### src/hw/ata_cmd_pkg.sv
// Constants and types shared by the command interpreter files
package ata_cmd_pkg;
   // Opcodes
   localparam logic [7:0] OP_VERIFY = 8'h40;
   localparam logic [3:0] OP_RECAL_HI = 4'h1;
   localparam logic [7:0] OP_LOCK_OFF = 8'hf6;
   localparam logic [7:0] OP_ERASE_PREP = 8'hf3;
   localparam logic [7:0] OP_ERASE_UNIT = 8'hf4;
   // Error register bit positions
   localparam int ERR_UNC = 6;
   localparam int ERR_IDN = 4;
   localparam int ERR_ABT = 2;
   localparam int ERR_TON = 1;
   // Status register bit positions
   localparam int ST_BSY = 7;
   localparam int ST_RDY = 6;
   localparam int ST_DSC = 4;
   localparam int ST_DRQ = 3;
   localparam int ST_ERR = 0;
   // Device/head field positions
   localparam int DH_LBA = 6;
   localparam logic [7:0] DH_FIXED = 8'ha0;
   localparam logic [7:0] STATUS_IDLE = 8'h50;
   // Password sector layout, in 16-bit words
   localparam int SECTOR_WORDS = 256;
   localparam int PW_FIRST = 1;
   localparam int PW_LAST = 16;
   localparam logic [8:0] FULL_COUNT = 9'h100;
   localparam logic [7:0] WORD_LAST = 8'hff;
   localparam logic [27:0] LBA_ZERO = 28'h0000000;

   // Command block registers as seen by the host
   typedef struct packed {
      logic [7:0] count;
      logic [7:0] sector;
      logic [7:0] cyl_lo;
      logic [7:0] cyl_hi;
      logic [7:0] dev_head;
   } task_file_t;

   // Media engine request
   typedef struct packed {
      logic verify;
      logic recal;
      logic erase;
      logic no_retry;
      logic [27:0] lba;
   } media_req_t;
endpackage

### src/hw/ata_cmd_exec.sv
// Command interpreter for verify, recalibrate, security disable password and security erase commands
// What this block does
// Opcodes 40h and 41h are verify; low bit is retry control.
// Verify reads and checks sectors, sends no data to host.
// Verify count zero means 256 sectors.
// Uncorrectable error stops verify at the failing sector.
// Count register ends holding sectors not verified.
// LBA bits split over sector, cylinder low, high and head.
// Retry bit set disables internal retries.
// Address registers report last processed sector.
// Any 1xh opcode recalibrates heads to cylinder zero.
// Failing to reach cylinder zero sets track-zero error, reports error.
// F6h takes password sector; match disables lock function.
// Host sends selector word, 32-byte password, reserved words.
// Selector zero compares user password, one compares master.
// Lock disable leaves master password stored.
// Host should disable lock only while device unlocked.
// Host issues F3h right before secure erase.
// Erase prepare completes without data transfer.
// F4h erases LBA 0 to native max, ignoring host max.
// Password mismatch on erase aborts command.
// Erase without immediately preceding prepare aborts.
// Erase writes zeros, no readback, no defect update, disables lock.
// Lock already disabled skips password compare on erase.
// Password commands raise data request for exactly 256 words.
`timescale 1ns/1ps
module ata_cmd_exec (
   input wire logic core_clk,
   input wire logic rst_b,
   input wire ata_cmd_pkg::task_file_t tf_wr,
   input wire logic tf_load,
   input wire logic [7:0] opcode_entry,
   input wire logic opcode_wr,
   input wire logic data_wr,
   input wire logic [15:0] data_in,
   input wire logic [255:0] user_pw,
   input wire logic [255:0] master_pw,
   input wire logic lock_enabled,
   input wire logic [27:0] native_max,
   input wire logic media_done,
   input wire logic media_unc,
   input wire logic media_idnf,
   input wire logic track0_found,
   output ata_cmd_pkg::task_file_t tf_rd,
   output logic [7:0] error_flags,
   output logic [7:0] drive_state_flags,
   output ata_cmd_pkg::media_req_t media_req,
   output logic media_go,
   output logic lock_disable
);
   import ata_cmd_pkg::*;

   typedef enum logic [2:0] {
      S_IDLE = 3'b000,
      S_VERIFY = 3'b001,
      S_RECAL = 3'b010,
      S_PW_IN = 3'b011,
      S_ERASE = 3'b100
   } state_t;

   state_t state_q;
   logic is_erase_q;
   logic prep_armed_q;
   logic [8:0] left_q;
   logic [27:0] lba_q;
   logic pw_start;
   logic pw_done;
   logic pw_match;

   // Gather the 28-bit block address from the task file
   function automatic logic [27:0] tf_lba(input task_file_t t);
      tf_lba = {t.dev_head[3:0], t.cyl_hi, t.cyl_lo, t.sector};
   endfunction

   // Next consecutive CHS-or-LBA location; CHS wrap is kept linear here
   function automatic logic [27:0] lba_next(input logic [27:0] a);
      lba_next = a + 28'h0000001;
   endfunction

   password_check u_pw (
      .core_clk(core_clk),
      .rst_b(rst_b),
      .start(pw_start),
      .word_wr(data_wr && state_q == S_PW_IN),
      .word_data(data_in),
      .user_pw(user_pw),
      .master_pw(master_pw),
      .done(pw_done),
      .match(pw_match),
      .master_sel()
   );

   // Password intake starts as soon as a password command is taken
   assign pw_start = opcode_wr && state_q == S_IDLE &&
      (opcode_entry == OP_LOCK_OFF ||
       (opcode_entry == OP_ERASE_UNIT && prep_armed_q && lock_enabled));

   // Command sequencer
   always_ff @(posedge core_clk or negedge rst_b) begin
      if (!rst_b) begin
         state_q <= S_IDLE;
         is_erase_q <= 1'b0;
      end else begin
         unique case (state_q)
            S_IDLE: begin
               if (opcode_wr) begin
                  // verify decode
                  if (opcode_entry[7:1] == OP_VERIFY[7:1])
                     state_q <= S_VERIFY;
                  // recalibrate decode
                  else if (opcode_entry[7:4] == OP_RECAL_HI)
                     state_q <= S_RECAL;
                  // lock disable takes sector
                  else if (opcode_entry == OP_LOCK_OFF) begin
                     state_q <= S_PW_IN;
                     is_erase_q <= 1'b0;
                  end else if (opcode_entry == OP_ERASE_UNIT &&
                               prep_armed_q) begin
                     // unlocked skips compare
                     if (lock_enabled) begin
                        state_q <= S_PW_IN;
                        is_erase_q <= 1'b1;
                     end else
                        state_q <= S_ERASE;
                  end
               end
            end
            S_VERIFY: begin
               // stop on failure
               if (media_done && (media_unc || media_idnf ||
                   left_q == 9'h001))
                  state_q <= S_IDLE;
            end
            S_RECAL: begin
               if (media_done)
                  state_q <= S_IDLE;
            end
            S_PW_IN: begin
               // mismatch aborts erase
               if (pw_done)
                  state_q <= (is_erase_q && pw_match) ? S_ERASE : S_IDLE;
            end
            S_ERASE: begin
               // stop after native max
               if (media_done && lba_q == native_max)
                  state_q <= S_IDLE;
            end
         endcase
      end
   end

   // prepare arms only next command
   // Any command other than prepare disarms it, erase included
   always_ff @(posedge core_clk or negedge rst_b) begin
      if (!rst_b)
         prep_armed_q <= 1'b0;
      else if (opcode_wr && state_q == S_IDLE)
         prep_armed_q <= (opcode_entry == OP_ERASE_PREP);
   end

   // Sector count and address walk during verify, address walk during erase
   always_ff @(posedge core_clk or negedge rst_b) begin
      if (!rst_b) begin
         left_q <= 9'h000;
         lba_q <= LBA_ZERO;
      end else if (opcode_wr && state_q == S_IDLE) begin
         // zero means 256
         left_q <= (tf_rd.count == 8'h00) ? FULL_COUNT :
                   {1'b0, tf_rd.count};
         // Erase walks from block zero, whatever the task file holds
         lba_q <= (opcode_entry == OP_ERASE_UNIT) ? LBA_ZERO :
                  tf_lba(tf_rd);
      end else if (state_q == S_VERIFY && media_done &&
                   !media_unc && !media_idnf) begin
         left_q <= left_q - 9'h001;
         if (left_q != 9'h001)
            lba_q <= lba_next(lba_q);
      end else if (state_q == S_ERASE && media_done &&
                   lba_q != native_max) begin
         lba_q <= lba_next(lba_q);
      end
   end

   // Media requests; verify never touches the data register
   always_ff @(posedge core_clk or negedge rst_b) begin
      if (!rst_b) begin
         media_req <= '0;
         media_go <= 1'b0;
      end else begin
         media_go <= 1'b0;
         if (opcode_wr && state_q == S_IDLE) begin
            // retry bit passed
            media_req.no_retry <= opcode_entry[0];
         end
         if (state_q == S_IDLE && opcode_wr &&
             opcode_entry[7:1] == OP_VERIFY[7:1]) begin
            // verify without transfer
            media_req.verify <= 1'b1;
            media_req.recal <= 1'b0;
            media_req.erase <= 1'b0;
            media_req.lba <= tf_lba(tf_rd);
            media_go <= 1'b1;
         end else if (state_q == S_VERIFY && media_done &&
                      !media_unc && !media_idnf && left_q != 9'h001) begin
            media_req.lba <= lba_next(lba_q);
            media_go <= 1'b1;
         end else if (state_q == S_IDLE && opcode_wr &&
                      opcode_entry[7:4] == OP_RECAL_HI) begin
            media_req.verify <= 1'b0;
            media_req.recal <= 1'b1;
            media_req.erase <= 1'b0;
            media_go <= 1'b1;
         end else if ((state_q == S_PW_IN && pw_done && is_erase_q &&
                       pw_match) ||
                      (state_q == S_IDLE && opcode_wr && !lock_enabled &&
                       opcode_entry == OP_ERASE_UNIT && prep_armed_q)) begin
            // erase through native max
            // zero fill, no readback
            media_req.verify <= 1'b0;
            media_req.recal <= 1'b0;
            media_req.erase <= 1'b1;
            media_req.lba <= LBA_ZERO;
            media_go <= 1'b1;
         end else if (state_q == S_ERASE && media_done &&
                      lba_q != native_max) begin
            // One media step per block, hidden area included
            media_req.lba <= lba_next(lba_q);
            media_go <= 1'b1;
         end
      end
   end

   // master kept, only lock cleared
   always_ff @(posedge core_clk or negedge rst_b) begin
      if (!rst_b)
         lock_disable <= 1'b0;
      else
         // Erase clears the lock only once the last block is written
         lock_disable <= (state_q == S_PW_IN && pw_done && pw_match &&
                          !is_erase_q) ||
                         (state_q == S_ERASE && media_done &&
                          lba_q == native_max);
   end

   // Task file: host loads, device reports back after verify
   always_ff @(posedge core_clk or negedge rst_b) begin
      if (!rst_b) begin
         tf_rd <= '0;
         tf_rd.count <= 8'h01;
         tf_rd.sector <= 8'h01;
         tf_rd.dev_head <= DH_FIXED;
      end else if (tf_load && state_q == S_IDLE) begin
         tf_rd <= tf_wr;
      end else if (state_q == S_VERIFY && media_done) begin
         // count left unverified
         tf_rd.count <= (media_unc || media_idnf) ? left_q[7:0] :
                        left_q[7:0] - 8'h01;
         // last processed address
         // LBA field split
         if (tf_rd.dev_head[DH_LBA]) begin
            tf_rd.sector <= lba_q[7:0];
            tf_rd.cyl_lo <= lba_q[15:8];
            tf_rd.cyl_hi <= lba_q[23:16];
            tf_rd.dev_head[3:0] <= lba_q[27:24];
         end else begin
            tf_rd.sector <= lba_q[7:0];
         end
      end
   end

   // Status and error registers
   always_ff @(posedge core_clk or negedge rst_b) begin
      if (!rst_b) begin
         drive_state_flags <= STATUS_IDLE;
         error_flags <= 8'h00;
      end else if (state_q == S_IDLE && opcode_wr) begin
         error_flags <= 8'h00;
         drive_state_flags <= 8'h00;
         if (pw_start) begin
            // request password sector
            drive_state_flags[ST_DRQ] <= 1'b1;
            drive_state_flags[ST_RDY] <= 1'b1;
         end else if (opcode_entry == OP_ERASE_PREP ||
                      (opcode_entry == OP_ERASE_UNIT && !prep_armed_q) ||
                      !(opcode_entry[7:1] == OP_VERIFY[7:1] ||
                        opcode_entry[7:4] == OP_RECAL_HI ||
                        opcode_entry == OP_ERASE_UNIT)) begin
            // prepare ends at once
            drive_state_flags <= STATUS_IDLE;
            if (opcode_entry != OP_ERASE_PREP) begin
               error_flags[ERR_ABT] <= 1'b1;
               drive_state_flags[ST_ERR] <= 1'b1;
            end
         end else
            drive_state_flags[ST_BSY] <= 1'b1;
      end else if (state_q == S_PW_IN && pw_done) begin
         drive_state_flags <= is_erase_q && pw_match ? 8'h80 : STATUS_IDLE;
         if (!pw_match) begin
            error_flags[ERR_ABT] <= 1'b1;
            drive_state_flags[ST_ERR] <= 1'b1;
         end
      end else if (media_done && (state_q == S_RECAL ||
                   (state_q == S_ERASE && lba_q == native_max) ||
                   (state_q == S_VERIFY && (media_unc || media_idnf ||
                    left_q == 9'h001)))) begin
         drive_state_flags <= STATUS_IDLE;
         if (state_q == S_VERIFY && (media_unc || media_idnf)) begin
            error_flags[ERR_UNC] <= media_unc;
            error_flags[ERR_IDN] <= media_idnf;
            drive_state_flags[ST_ERR] <= 1'b1;
         end
         // track zero missing
         if (state_q == S_RECAL && !track0_found) begin
            error_flags[ERR_TON] <= 1'b1;
            error_flags[ERR_ABT] <= 1'b1;
            drive_state_flags[ST_ERR] <= 1'b1;
         end
      end
   end
endmodule

### src/hw/password_check.sv
// Password sector intake and comparison against stored passwords
`timescale 1ns/1ps
module password_check (
   input wire logic core_clk,
   input wire logic rst_b,
   input wire logic start,
   input wire logic word_wr,
   input wire logic [15:0] word_data,
   input wire logic [255:0] user_pw,
   input wire logic [255:0] master_pw,
   output logic done,
   output logic match,
   output logic master_sel
);
   import ata_cmd_pkg::*;

   logic [7:0] idx_q;
   logic busy_q;
   logic diff_q;

   // Word counter runs over one whole sector
   always_ff @(posedge core_clk or negedge rst_b) begin
      if (!rst_b) begin
         idx_q <= 8'h00;
         busy_q <= 1'b0;
         done <= 1'b0;
      end else begin
         done <= 1'b0;
         if (start) begin
            idx_q <= 8'h00;
            busy_q <= 1'b1;
         end else if (busy_q && word_wr) begin
            idx_q <= idx_q + 8'h01;
            if (idx_q == WORD_LAST) begin
               busy_q <= 1'b0;
               done <= 1'b1;
            end
         end
      end
   end

   // select stored password
   // Word 0 bit 0 picks master; words 1-16 compared, rest ignored
   always_ff @(posedge core_clk or negedge rst_b) begin
      if (!rst_b) begin
         master_sel <= 1'b0;
         diff_q <= 1'b0;
      end else if (start) begin
         diff_q <= 1'b0;
      end else if (busy_q && word_wr) begin
         if (idx_q == 8'h00) begin
            master_sel <= word_data[0];
         end else if (idx_q >= 8'(PW_FIRST) && idx_q <= 8'(PW_LAST)) begin
            if (word_data != (master_sel ?
                  master_pw[16*(idx_q-8'(PW_FIRST)) +: 16] :
                  user_pw[16*(idx_q-8'(PW_FIRST)) +: 16]))
               diff_q <= 1'b1;
         end
      end
   end

   assign match = !diff_q;
endmodule

### config.mk
export PLATFORM = sky130hd
export DESIGN_NAME = ata_cmd_exec
export DESIGN_NICKNAME = d
export VERILOG_FILES = /design/src/hw/ata_cmd_pkg.sv /design/src/hw/ata_cmd_exec.sv /design/src/hw/password_check.sv
export SDC_FILE = /design/constraint.sdc
export NUM_CORES = 1
export LEC_CHECK = 0
export BUFFER_PORTS_ARGS = -buffer_cell sky130_fd_sc_hd__buf_2
export CELL_PAD_IN_SITES_DETAIL_PLACEMENT = 1
export CELL_PAD_IN_SITES_GLOBAL_PLACEMENT = 1
export CORE_AREA = 2 2 272 274
export DETAILED_ROUTE_END_ITERATION = 6
export DIE_AREA = 0 0 274 276
export PLACE_DENSITY_LB_ADDON = 0.08
export SLEW_MARGIN = 15
export SYNTH_ARGS = -nofsm -noshare
export SYNTH_HDL_FRONTEND = slang
export SYNTH_SLANG_ARGS = --single-unit
### constraint.sdc
create_clock -name core_clk -period 3.93 [get_ports core_clk]
set_input_delay 0.393 -clock core_clk [delete_from_list [all_inputs] [get_ports core_clk]]
set_output_delay 0.393 -clock core_clk [all_outputs]
set_load 0.01 [all_outputs]
==> results of run 1 <==
per-stage QoR:
step | hold slack (ns) | instances | total power, mW | instance area [sq um]
floorplan | 0.0974 | 1313 | 4.85 | 12100
global placement | 0.448 | 2885 | 6.89 | 16800
detailed placement | 0.454 | 2885 | 6.94 | 16800
CTS | 0.0987 | 2917 | 8.77 | 17400
global route | 0.118 | 2935 | 9.23 | 17500
finish | 0.133 | 2955 | 8.56 | 17500
state kept, by name, indices dropped and copies added, names as in the netlist, 3 cells and up:
signal / flops
u_pw.idx_q: 8
media_req: 32
left_q: 9
lba_q: 28
state_q: 3
drive_state_flags: 5
tf_rd: 40
error_flags: 4
kinds of logic (layout without fill, tap and decap cells):
| kind of cell | count (synthesis) | in the layout | share of synthesized area |
|---|---|---|---|
| and+or+nand+nor | 536 | 536 | 0.201 |
| AOI/OAI and AO/OA | 209 | 209 | 0.108 |
| muxes | 165 | 165 | 0.269 |
| buffers and inverters | 145 | 790 | 0.0522 |
| DFF | 137 | 137 | 0.284 |
| xor gates and xnor gates | 108 | 108 | 0.0783 |
| adders and majority gates | 6 | 6 | 0.00621 |
| other | 1 | 45 | 0.000310 |
timing repair:
item | in CTS | in global routing
endpoints found under the hold margin | 5 | 0
hold buffers | 1 | 0
buffers inserted | 0 | 0
routing by layer:
layer	global-route usage	wire length, um	vias up	share of wire
met5	0	356	-	0.0038
met4	0.0783	2820	60	0.030
met3	0.0829	7740	171	0.082
met2	0.420	46200	544	0.49
met1	0.286	37000	7042	0.39
li1	-	-	6122	-
cells in the final DEF, fill, tap and decap left out, types with 7 or more instances in the layout:
cell type,instances
sky130_fd_sc_hd__diode_2,38
sky130_fd_sc_hd__inv_1,14
sky130_fd_sc_hd__buf_2,695
sky130_fd_sc_hd__nor2_1,75
sky130_fd_sc_hd__nor3_1,20
sky130_fd_sc_hd__dfrtp_1,129
sky130_fd_sc_hd__nand2_1,258
sky130_fd_sc_hd__mux4_2,128
sky130_fd_sc_hd__clkbuf_16,17
sky130_fd_sc_hd__conb_1,7
sky130_fd_sc_hd__xnor2_1,37
sky130_fd_sc_hd__buf_4,37
sky130_fd_sc_hd__xor2_1,69
sky130_fd_sc_hd__a21oi_1,35
sky130_fd_sc_hd__buf_12,10
sky130_fd_sc_hd__a222oi_1,17
sky130_fd_sc_hd__and3_1,13
sky130_fd_sc_hd__nor4_1,8
sky130_fd_sc_hd__nand4_1,35
sky130_fd_sc_hd__nand3_1,83
sky130_fd_sc_hd__and2_1,7
sky130_fd_sc_hd__a22oi_1,7
sky130_fd_sc_hd__a21o_1,8
sky130_fd_sc_hd__o21ai_0,105
sky130_fd_sc_hd__mux2i_1,35
worst max-delay path, cell delays in order (launching register included):
cell                       delay (ns)
sky130_fd_sc_hd__dfrtp_1         0.56
sky130_fd_sc_hd__inv_1           0.15
sky130_fd_sc_hd__ha_4            0.24
sky130_fd_sc_hd__o21ba_2         0.24
sky130_fd_sc_hd__o21ai_0         0.08
sky130_fd_sc_hd__a31oi_2         0.93
sky130_fd_sc_hd__a222oi_1        0.29
sky130_fd_sc_hd__xor2_1          0.22
sky130_fd_sc_hd__nand4_1         0.14
sky130_fd_sc_hd__nor4_1          0.31
sky130_fd_sc_hd__a211oi_1        0.13
power by group:
part	internal [mW]	switching (mW)	leakage (nW)	total, mW
Clock	1.02	0.742	0.288	1.76
Sequential	1.98	0.831	1.71	2.82
Combinational	1.73	2.25	5.64	3.98
worst paths after layout:
| kind | startpoint | to | slack [ns] | cells after the start |
|---|---|---|---|---|
| setup reg to reg | u_pw.idx_q[1] | u_pw.diff_q | 0.49 | 10 |
| hold / removal | tf_wr[7] | tf_rd[7] | 0.13 | 3 |
| min in group asynchronous | rst_b | left_q[3] | 0.54 | 2 |
| hold reg to reg | tf_rd[5] | tf_rd[5] | 0.46 | 2 |
| max in group asynchronous | rst_b | u_pw.idx_q[0] | 2.44 | 3 |
| setup / recovery | u_pw.idx_q[1] | u_pw.diff_q | 0.49 | 10 |
cell usage after synthesis (3+ instances only):
master / number / area [sq um]
sky130_fd_sc_hd__nand2_1: 258 / 968
sky130_fd_sc_hd__dfrtp_1: 131 / 3280
sky130_fd_sc_hd__mux4_2: 128 / 2880
sky130_fd_sc_hd__o21ai_0: 105 / 526
sky130_fd_sc_hd__nand3_1: 83 / 415
sky130_fd_sc_hd__nor2_1: 77 / 289
sky130_fd_sc_hd__clkbuf_1: 73 / 274
sky130_fd_sc_hd__xor2_1: 70 / 613
sky130_fd_sc_hd__xnor2_1: 38 / 333
sky130_fd_sc_hd__a21oi_1: 36 / 180
sky130_fd_sc_hd__mux2i_1: 35 / 350
sky130_fd_sc_hd__nand4_1: 35 / 219
sky130_fd_sc_hd__buf_2: 27 / 135
sky130_fd_sc_hd__nor3_1: 20 / 100
sky130_fd_sc_hd__buf_1: 18 / 67.6
sky130_fd_sc_hd__a222oi_1: 17 / 170
sky130_fd_sc_hd__inv_1: 14 / 52.6
sky130_fd_sc_hd__and3_1: 13 / 81.3
sky130_fd_sc_hd__buf_4: 10 / 75.1
sky130_fd_sc_hd__a21o_1: 8 / 60.1
sky130_fd_sc_hd__and2_1: 8 / 50.1
sky130_fd_sc_hd__nor4_1: 8 / 50.1
sky130_fd_sc_hd__a22oi_1: 7 / 52.6
sky130_fd_sc_hd__a221o_1: 6 / 60.1
sky130_fd_sc_hd__and4_1: 6 / 52.6
sky130_fd_sc_hd__dfstp_2: 6 / 158
sky130_fd_sc_hd__ha_1: 6 / 75.1
sky130_fd_sc_hd__a31oi_1: 4 / 25.0
sky130_fd_sc_hd__nand2b_1: 4 / 25.0
sky130_fd_sc_hd__nand3b_1: 4 / 30.0
sky130_fd_sc_hd__nor2b_1: 4 / 25.0
sky130_fd_sc_hd__a32o_1: 3 / 30.0
sky130_fd_sc_hd__nor4b_1: 3 / 26.3
sky130_fd_sc_hd__or2_2: 3 / 18.8
final cells by class:
cell class,count,share of cell area
antenna,38,0.00543
sequential,137,0.197
tap,959,0.0685
multi-input combinational,1031,0.464
clock inverter,12,0.00957
inverter,15,0.00321
timing repair buffer,744,0.227
clock buffer,19,0.0253
==> results.txt, run 1 <==
----------------------------------------------------
[Power and ir drop]
  Total power divided by cell area ... around 500 nW/um^2
  IR drop worst, VDD ... about 0.32 mV
  Leakage power ... about 7.6 nW

[Floorplan]
  Initial Util ... 0.166
  Core Box Area ... slightly above 70000 sq um
  Width of the die ... 274 um
  Number of cell rows ... 99
  Die Y ... 276 um
  Number of placed I/O pins ... 704
  Total Die Area ... ~76000 sq um

[Timing]
  Post-Route Setup TNS ... 0 ns
  Final hold violation count ... 0
  Final worst-path cycle share ... 0.875
  Number of max-slew violations in the final report ... 0
  Relative slew slack ... 0.251
  Post-layout min period ... 3.44 ns
  Clock tree skew after final layout ... between 0.015 and 0.02 ns
  Final Setup Violations ... 0
  Final worst setup slack ... between 0.4 and 0.5 ns
  Unrepaired setup endpoints after global routing ... no
  Transition time at the pin with the least slew margin ... around 1.1 ns
  Fmax ... between 200 and 300 MHz

[Critical path]
  CP Launch Type ... register
  WP data required ... 4.27 ns
  Worst Setup Path Type ... register to register
  Critical path arrival ... 3.77 ns
  Worst Path Max Fanout ... 16
  Kind of capture point of the worst setup path ... register

[Place]
  Final weighted congestion of routability-driven global placement ... 0.991
  Buffers added on ports ... 696
  HPWL Detailed ... about 81 mm
  Post-Place Worst Slack ... ~0.47 ns

[Yosys]
  Most used flip-flop cell after synthesis ... sky130_fd_sc_hd__dfrtp_1
  Sequential element share of the synthesized area ... 0.284
  Gate Count Post-Synth ... roughly 1300
  Share of synthesized flip-flops with an asynchronous set or reset ... 1.00
  Yosys reg bits ... between 100 and 150
  Post-synthesis instance area ... approximately 12000 sq um
  Netlist cell types ... just over 60
  YS warnings ... 0
  Number of enable-type register cells in the synthesized netlist ... 0
  Average instance area after synthesis ... 9.24 sq um

[Routing]
  Routed Antenna Nets ... 0
  Total detailed-routing wirelength ... 94.1 mm
  Initial drt markers ... a little over 900
  Total via count after detailed routing ... around 14000
  Detailed-route wire length per cell ... 31.9 um
  Router iterations before antenna repair ... 5
  Via count normalized by instance count ... 4.72
  Number of remaining DRC errors ... 0

[Final layout]
  Final core utilization ... 0.241
  Share of layout cells above drive strength 1 ... 0.476
  Storage cell area ... roughly 3400 sq um
  Net count reported at finish ... ~2600
  Filler cell count ... roughly 8700
  Area of the multi-input gates ... 8130 sq um
  Layout area overhead ... 45.0%

[CTS]
  Number of gates given a new drive strength after cts ... 0
  Max clock buf depth ... 2
  Clk_lat worst skew ... approximately 0.47 ns
  # clock sinks ... ~140
  H-tree depth reported by CTS ... 4
  Number of CTS-inserted buffers ... 17
  CTS tree ... done
  Clock transition at the register clock pins on the worst setup and hold paths after CTS ... roughly 0.070 ns
  Root buf cell ... sky130_fd_sc_hd__clkbuf_16

[GRT]
  Total routing usage reported by global routing ... 0.246
  Number of antenna violations at the first check in global routing ... 96
  Maximum number of pins on one net before global-route repair ... 76
  Wire length of the first global-routing pass ... between 100 and 150 mm
  Total gr overflow ... 0
  Number of global-route vias before repair ... 15296

[Job]
  Max cap viols ... 0

[Worst hold path]
  Worst hold path type ... input port to register

[Run status]
  Outcome ... finished clean

----------------------------------------------------
(Power assumes the default switching activity.)
==> run 2, diff against run 1 <==
Settings changed: PLACE_DENSITY_LB_ADDON 0.08 to 0.12, SKIP_LAST_GASP set to 1.
==> run 2 against run 1 <==
Final cell count down 0.81%. Global-route usage up 0.69 points. Clock power down 3%. Die area unchanged. Maximum frequency down 0.83%. Non-clock buffer count down 20. Via count about the same. Sequential cell count unchanged. Wire length up 2.5%. Total power down 1.2%. Critical path type unchanged.
==> results.txt, run 2 (synthesis results as in run 1) <==
----------------------------------------------------
[Timing]
  Clock tree skew after final layout ... 0.0116 ns (-0.00798 ns)
  Final worst setup slack ... 0.464 ns (-0.0286 ns)
  Final Setup Violations ... 0 (unchanged)
  Number of max-slew violations in the final report ... 0 (unchanged)
  Post-Route Setup TNS ... 0 ns (unchanged)
  Final hold violation count ... 0 (unchanged)
  Post-layout min period ... 3.47 ns (+0.0286 ns)
  Transition time at the pin with the least slew margin ... 1.09 ns (-0.0255 ns)
  Final Hold Slack ... 0.0984 ns (-0.0346 ns)
  Unrepaired setup endpoints after global routing ... no
  Final worst-path cycle share ... 0.882 (+0.00729)
  Relative slew slack ... 0.268 (+0.0170)
  Fmax ... 289 MHz (-0.83%)

[Final layout]
  Non-filler cells, final ... 2931 (-0.81%)
  Share of layout cells above drive strength 1 ... 0.470 (-0.00617)
  Flip-flop count of the largest register, all copies and words added ... 40 (unchanged)
  Most flops, register ... tf_rd
  Net count reported at finish ... 2546 (-0.78%)
  Filler cell count ... 8737 (+0.30%)
  Largest regs ... tf_rd x40, media_req x32, lba_q x28
  Commonest cells after routing, fill and taps aside ... sky130_fd_sc_hd__buf_2 (695), sky130_fd_sc_hd__nand2_1 (258), sky130_fd_sc_hd__dfrtp_1 (129), sky130_fd_sc_hd__mux4_2 (128), sky130_fd_sc_hd__o21ai_0 (105)
  Area of the multi-input gates ... 8120 sq um (about the same)
  Layout area overhead ... 42.9%
  Storage cell area ... 3440 sq um (unchanged)
  Commonest non-fill, non-tap cell in the layout ... sky130_fd_sc_hd__buf_2
  Design area ... 17300 sq um (-1.4%)

[Critical path]
  Worst Setup Path Type ... register to register
  Worst Path Max Fanout ... 16 (unchanged)
  CP Launch Type ... register
  Critical path arrival ... 3.82 ns (+0.05 ns)
  Kind of capture point of the worst setup path ... register
  WP data required ... 4.28 ns (about the same)

[Power and ir drop]
  Leakage power ... 7.52 nW (-1.6%)
  Gate power share ... 0.468 (+0.003)
  Net switching power ... 3.82 mW (about the same)
  Reg power frac ... 0.330 (about the same)
  Pint ... 4.63 mW (-2.2%)
  IR drop worst, VDD ... 0.257 mV (-19%)
  Power share of the clock group ... 0.202 (-0.004)
  Switching Fraction ... 0.452 (+0.00522)
  Total power divided by cell area ... 490 nW/um^2 (+0.17%)

[GRT]
  Total routing usage reported by global routing ... 0.252 (+0.00694)
  Number of global-route vias before repair ... 14903 (-2.6%)
  Number of antenna violations at the first check in global routing ... 114 (+19%)
  Total gr overflow ... 0 (unchanged)
  Maximum number of pins on one net before global-route repair ... 82 (+7.9%)
  Wire length of the first global-routing pass ... 130 mm (+1.1%)

[Routing]
  Total via count after detailed routing ... 13946 (+0.050%)
  Via count normalized by instance count ... 4.76 (+0.87%)
  Initial drt markers ... 968 (+4.1%)
  Router iterations before antenna repair ... 6 (+1)
  Number of remaining DRC errors ... 0 (unchanged)
  Total detailed-routing wirelength ... 96.5 mm (+2.5%)
  Detailed-route wire length per cell ... 32.9 um (+3.3%)
  Routed Antenna Nets ... 0 (unchanged)

[Place]
  Area after detailed placement ... 16600 sq um (-1.2%)
  Buffers added on ports ... 696 (unchanged)
  Placed cells ... 2865 (-0.69%)
  Post-Place Worst Slack ... 0.490 ns (+0.0148 ns)
  HPWL Detailed ... 82.5 mm (+2.3%)
  Final weighted congestion of routability-driven global placement ... 1.03 (+4.0%)

[CTS]
  # clock sinks ... 137 (unchanged)
  Clock transition at the register clock pins on the worst setup and hold paths after CTS ... 0.06 ns (about the same)
  H-tree depth reported by CTS ... 4 (unchanged)
  Root buf cell ... sky130_fd_sc_hd__clkbuf_16
  Count of buffers added by post-CTS timing repair for setup ... 0 (unchanged)
  Number of CTS-inserted buffers ... 17 (unchanged)
  Max clock buf depth ... 2 (unchanged)
  CTS tree ... done
  Clk_lat worst skew ... 0.48 ns (about the same)

[Worst hold path]
  Worst hold path type ... input port to register

[Floorplan]
  Total Die Area ... 75600 sq um (unchanged)
  Number of placed I/O pins ... 704 (unchanged)
  Initial Util ... 0.166 (unchanged)
  Number of cell rows ... 99 (unchanged)
  Core Box Area ... 72600 sq um (unchanged)
  Die Y ... 276 um (unchanged)
  Width of the die ... 274 um (unchanged)

[Job]
  Max cap viols ... 0 (unchanged)

[Run status]
  Outcome ... finished clean

----------------------------------------------------
[run 2: changes by cell type in the layout (fill, tap and decap cells not counted), moves of 2 or more]
cell,delta
sky130_fd_sc_hd__buf_4,-16
sky130_fd_sc_hd__diode_2,-5
sky130_fd_sc_hd__buf_12,-4
sky130_fd_sc_hd__clkinv_2,+4
sky130_fd_sc_hd__clkinv_4,-2
[run 2: layout make-up]
type / instances / area share
inverters: 15 / 0.00326
flip-flops and latches: 137 / 0.199
diodes: 33 / 0.00478
well taps: 959 / 0.0695
multi-input cells: 1031 / 0.471
repair buffers: 724 / 0.219
clock inverters: 11 / 0.00703
clock buffers: 21 / 0.0267
[run 2: power by group through the flow]
stage	Clock, mW	Combinational, mW	Sequential, mW
finish	1.71	3.95	2.79
global route	1.83	4.36	2.90
CTS	1.78	4.03	2.82
detailed placement	0	4.01	2.84
global placement	0	3.98	2.83
floorplan	0	2.33	2.52
[run 2: worst paths after layout]
check                               from              endpoint  slack, ns  depth (start not counted)
max                        u_pw.idx_q[1]           u_pw.diff_q       0.46                         10
min                             tf_wr[7]              tf_rd[7]        0.1                          3
max reg2reg                u_pw.idx_q[1]           u_pw.diff_q       0.46                         10
min reg2reg                     tf_rd[5]              tf_rd[5]       0.46                          2
max in group asynchronous          rst_b             tf_rd[32]       2.44                          3
min in group asynchronous          rst_b  drive_state_flags[7]       0.55                          2
[run 2: metal layers]
metal  part of all wire  GRT usage  wire (um)
met1               0.38      0.292      36800
met2               0.50      0.432      48300
met3              0.076     0.0724       7330
met4              0.039      0.107       3760
met5             0.0036          0        350
[run 2: what timing repair did]
action,in CTS,in global routing
gates resized for setup,0,0
hold buffers,1,0
setup endpoints to repair,0,0
endpoints found under the hold margin,17,0
[run 2: metrics by stage]
step                utilization  total power, mW
floorplan                     -             4.85
finish                    0.238             8.45
global placement          0.229             6.81
detailed placement        0.229             6.85
global route              0.238             9.09
CTS                       0.237             8.63
[run 2: critical path, cell delays in order, from the launching register on]
cell,delay (ns)
sky130_fd_sc_hd__dfrtp_1,0.55
sky130_fd_sc_hd__inv_1,0.16
sky130_fd_sc_hd__ha_4,0.25
sky130_fd_sc_hd__o21ba_2,0.23
sky130_fd_sc_hd__o21ai_0,0.10
sky130_fd_sc_hd__a31oi_2,0.92
sky130_fd_sc_hd__a222oi_1,0.26
sky130_fd_sc_hd__xor2_1,0.22
sky130_fd_sc_hd__nand4_1,0.15
sky130_fd_sc_hd__nor4_1,0.36
sky130_fd_sc_hd__a211oi_1,0.13
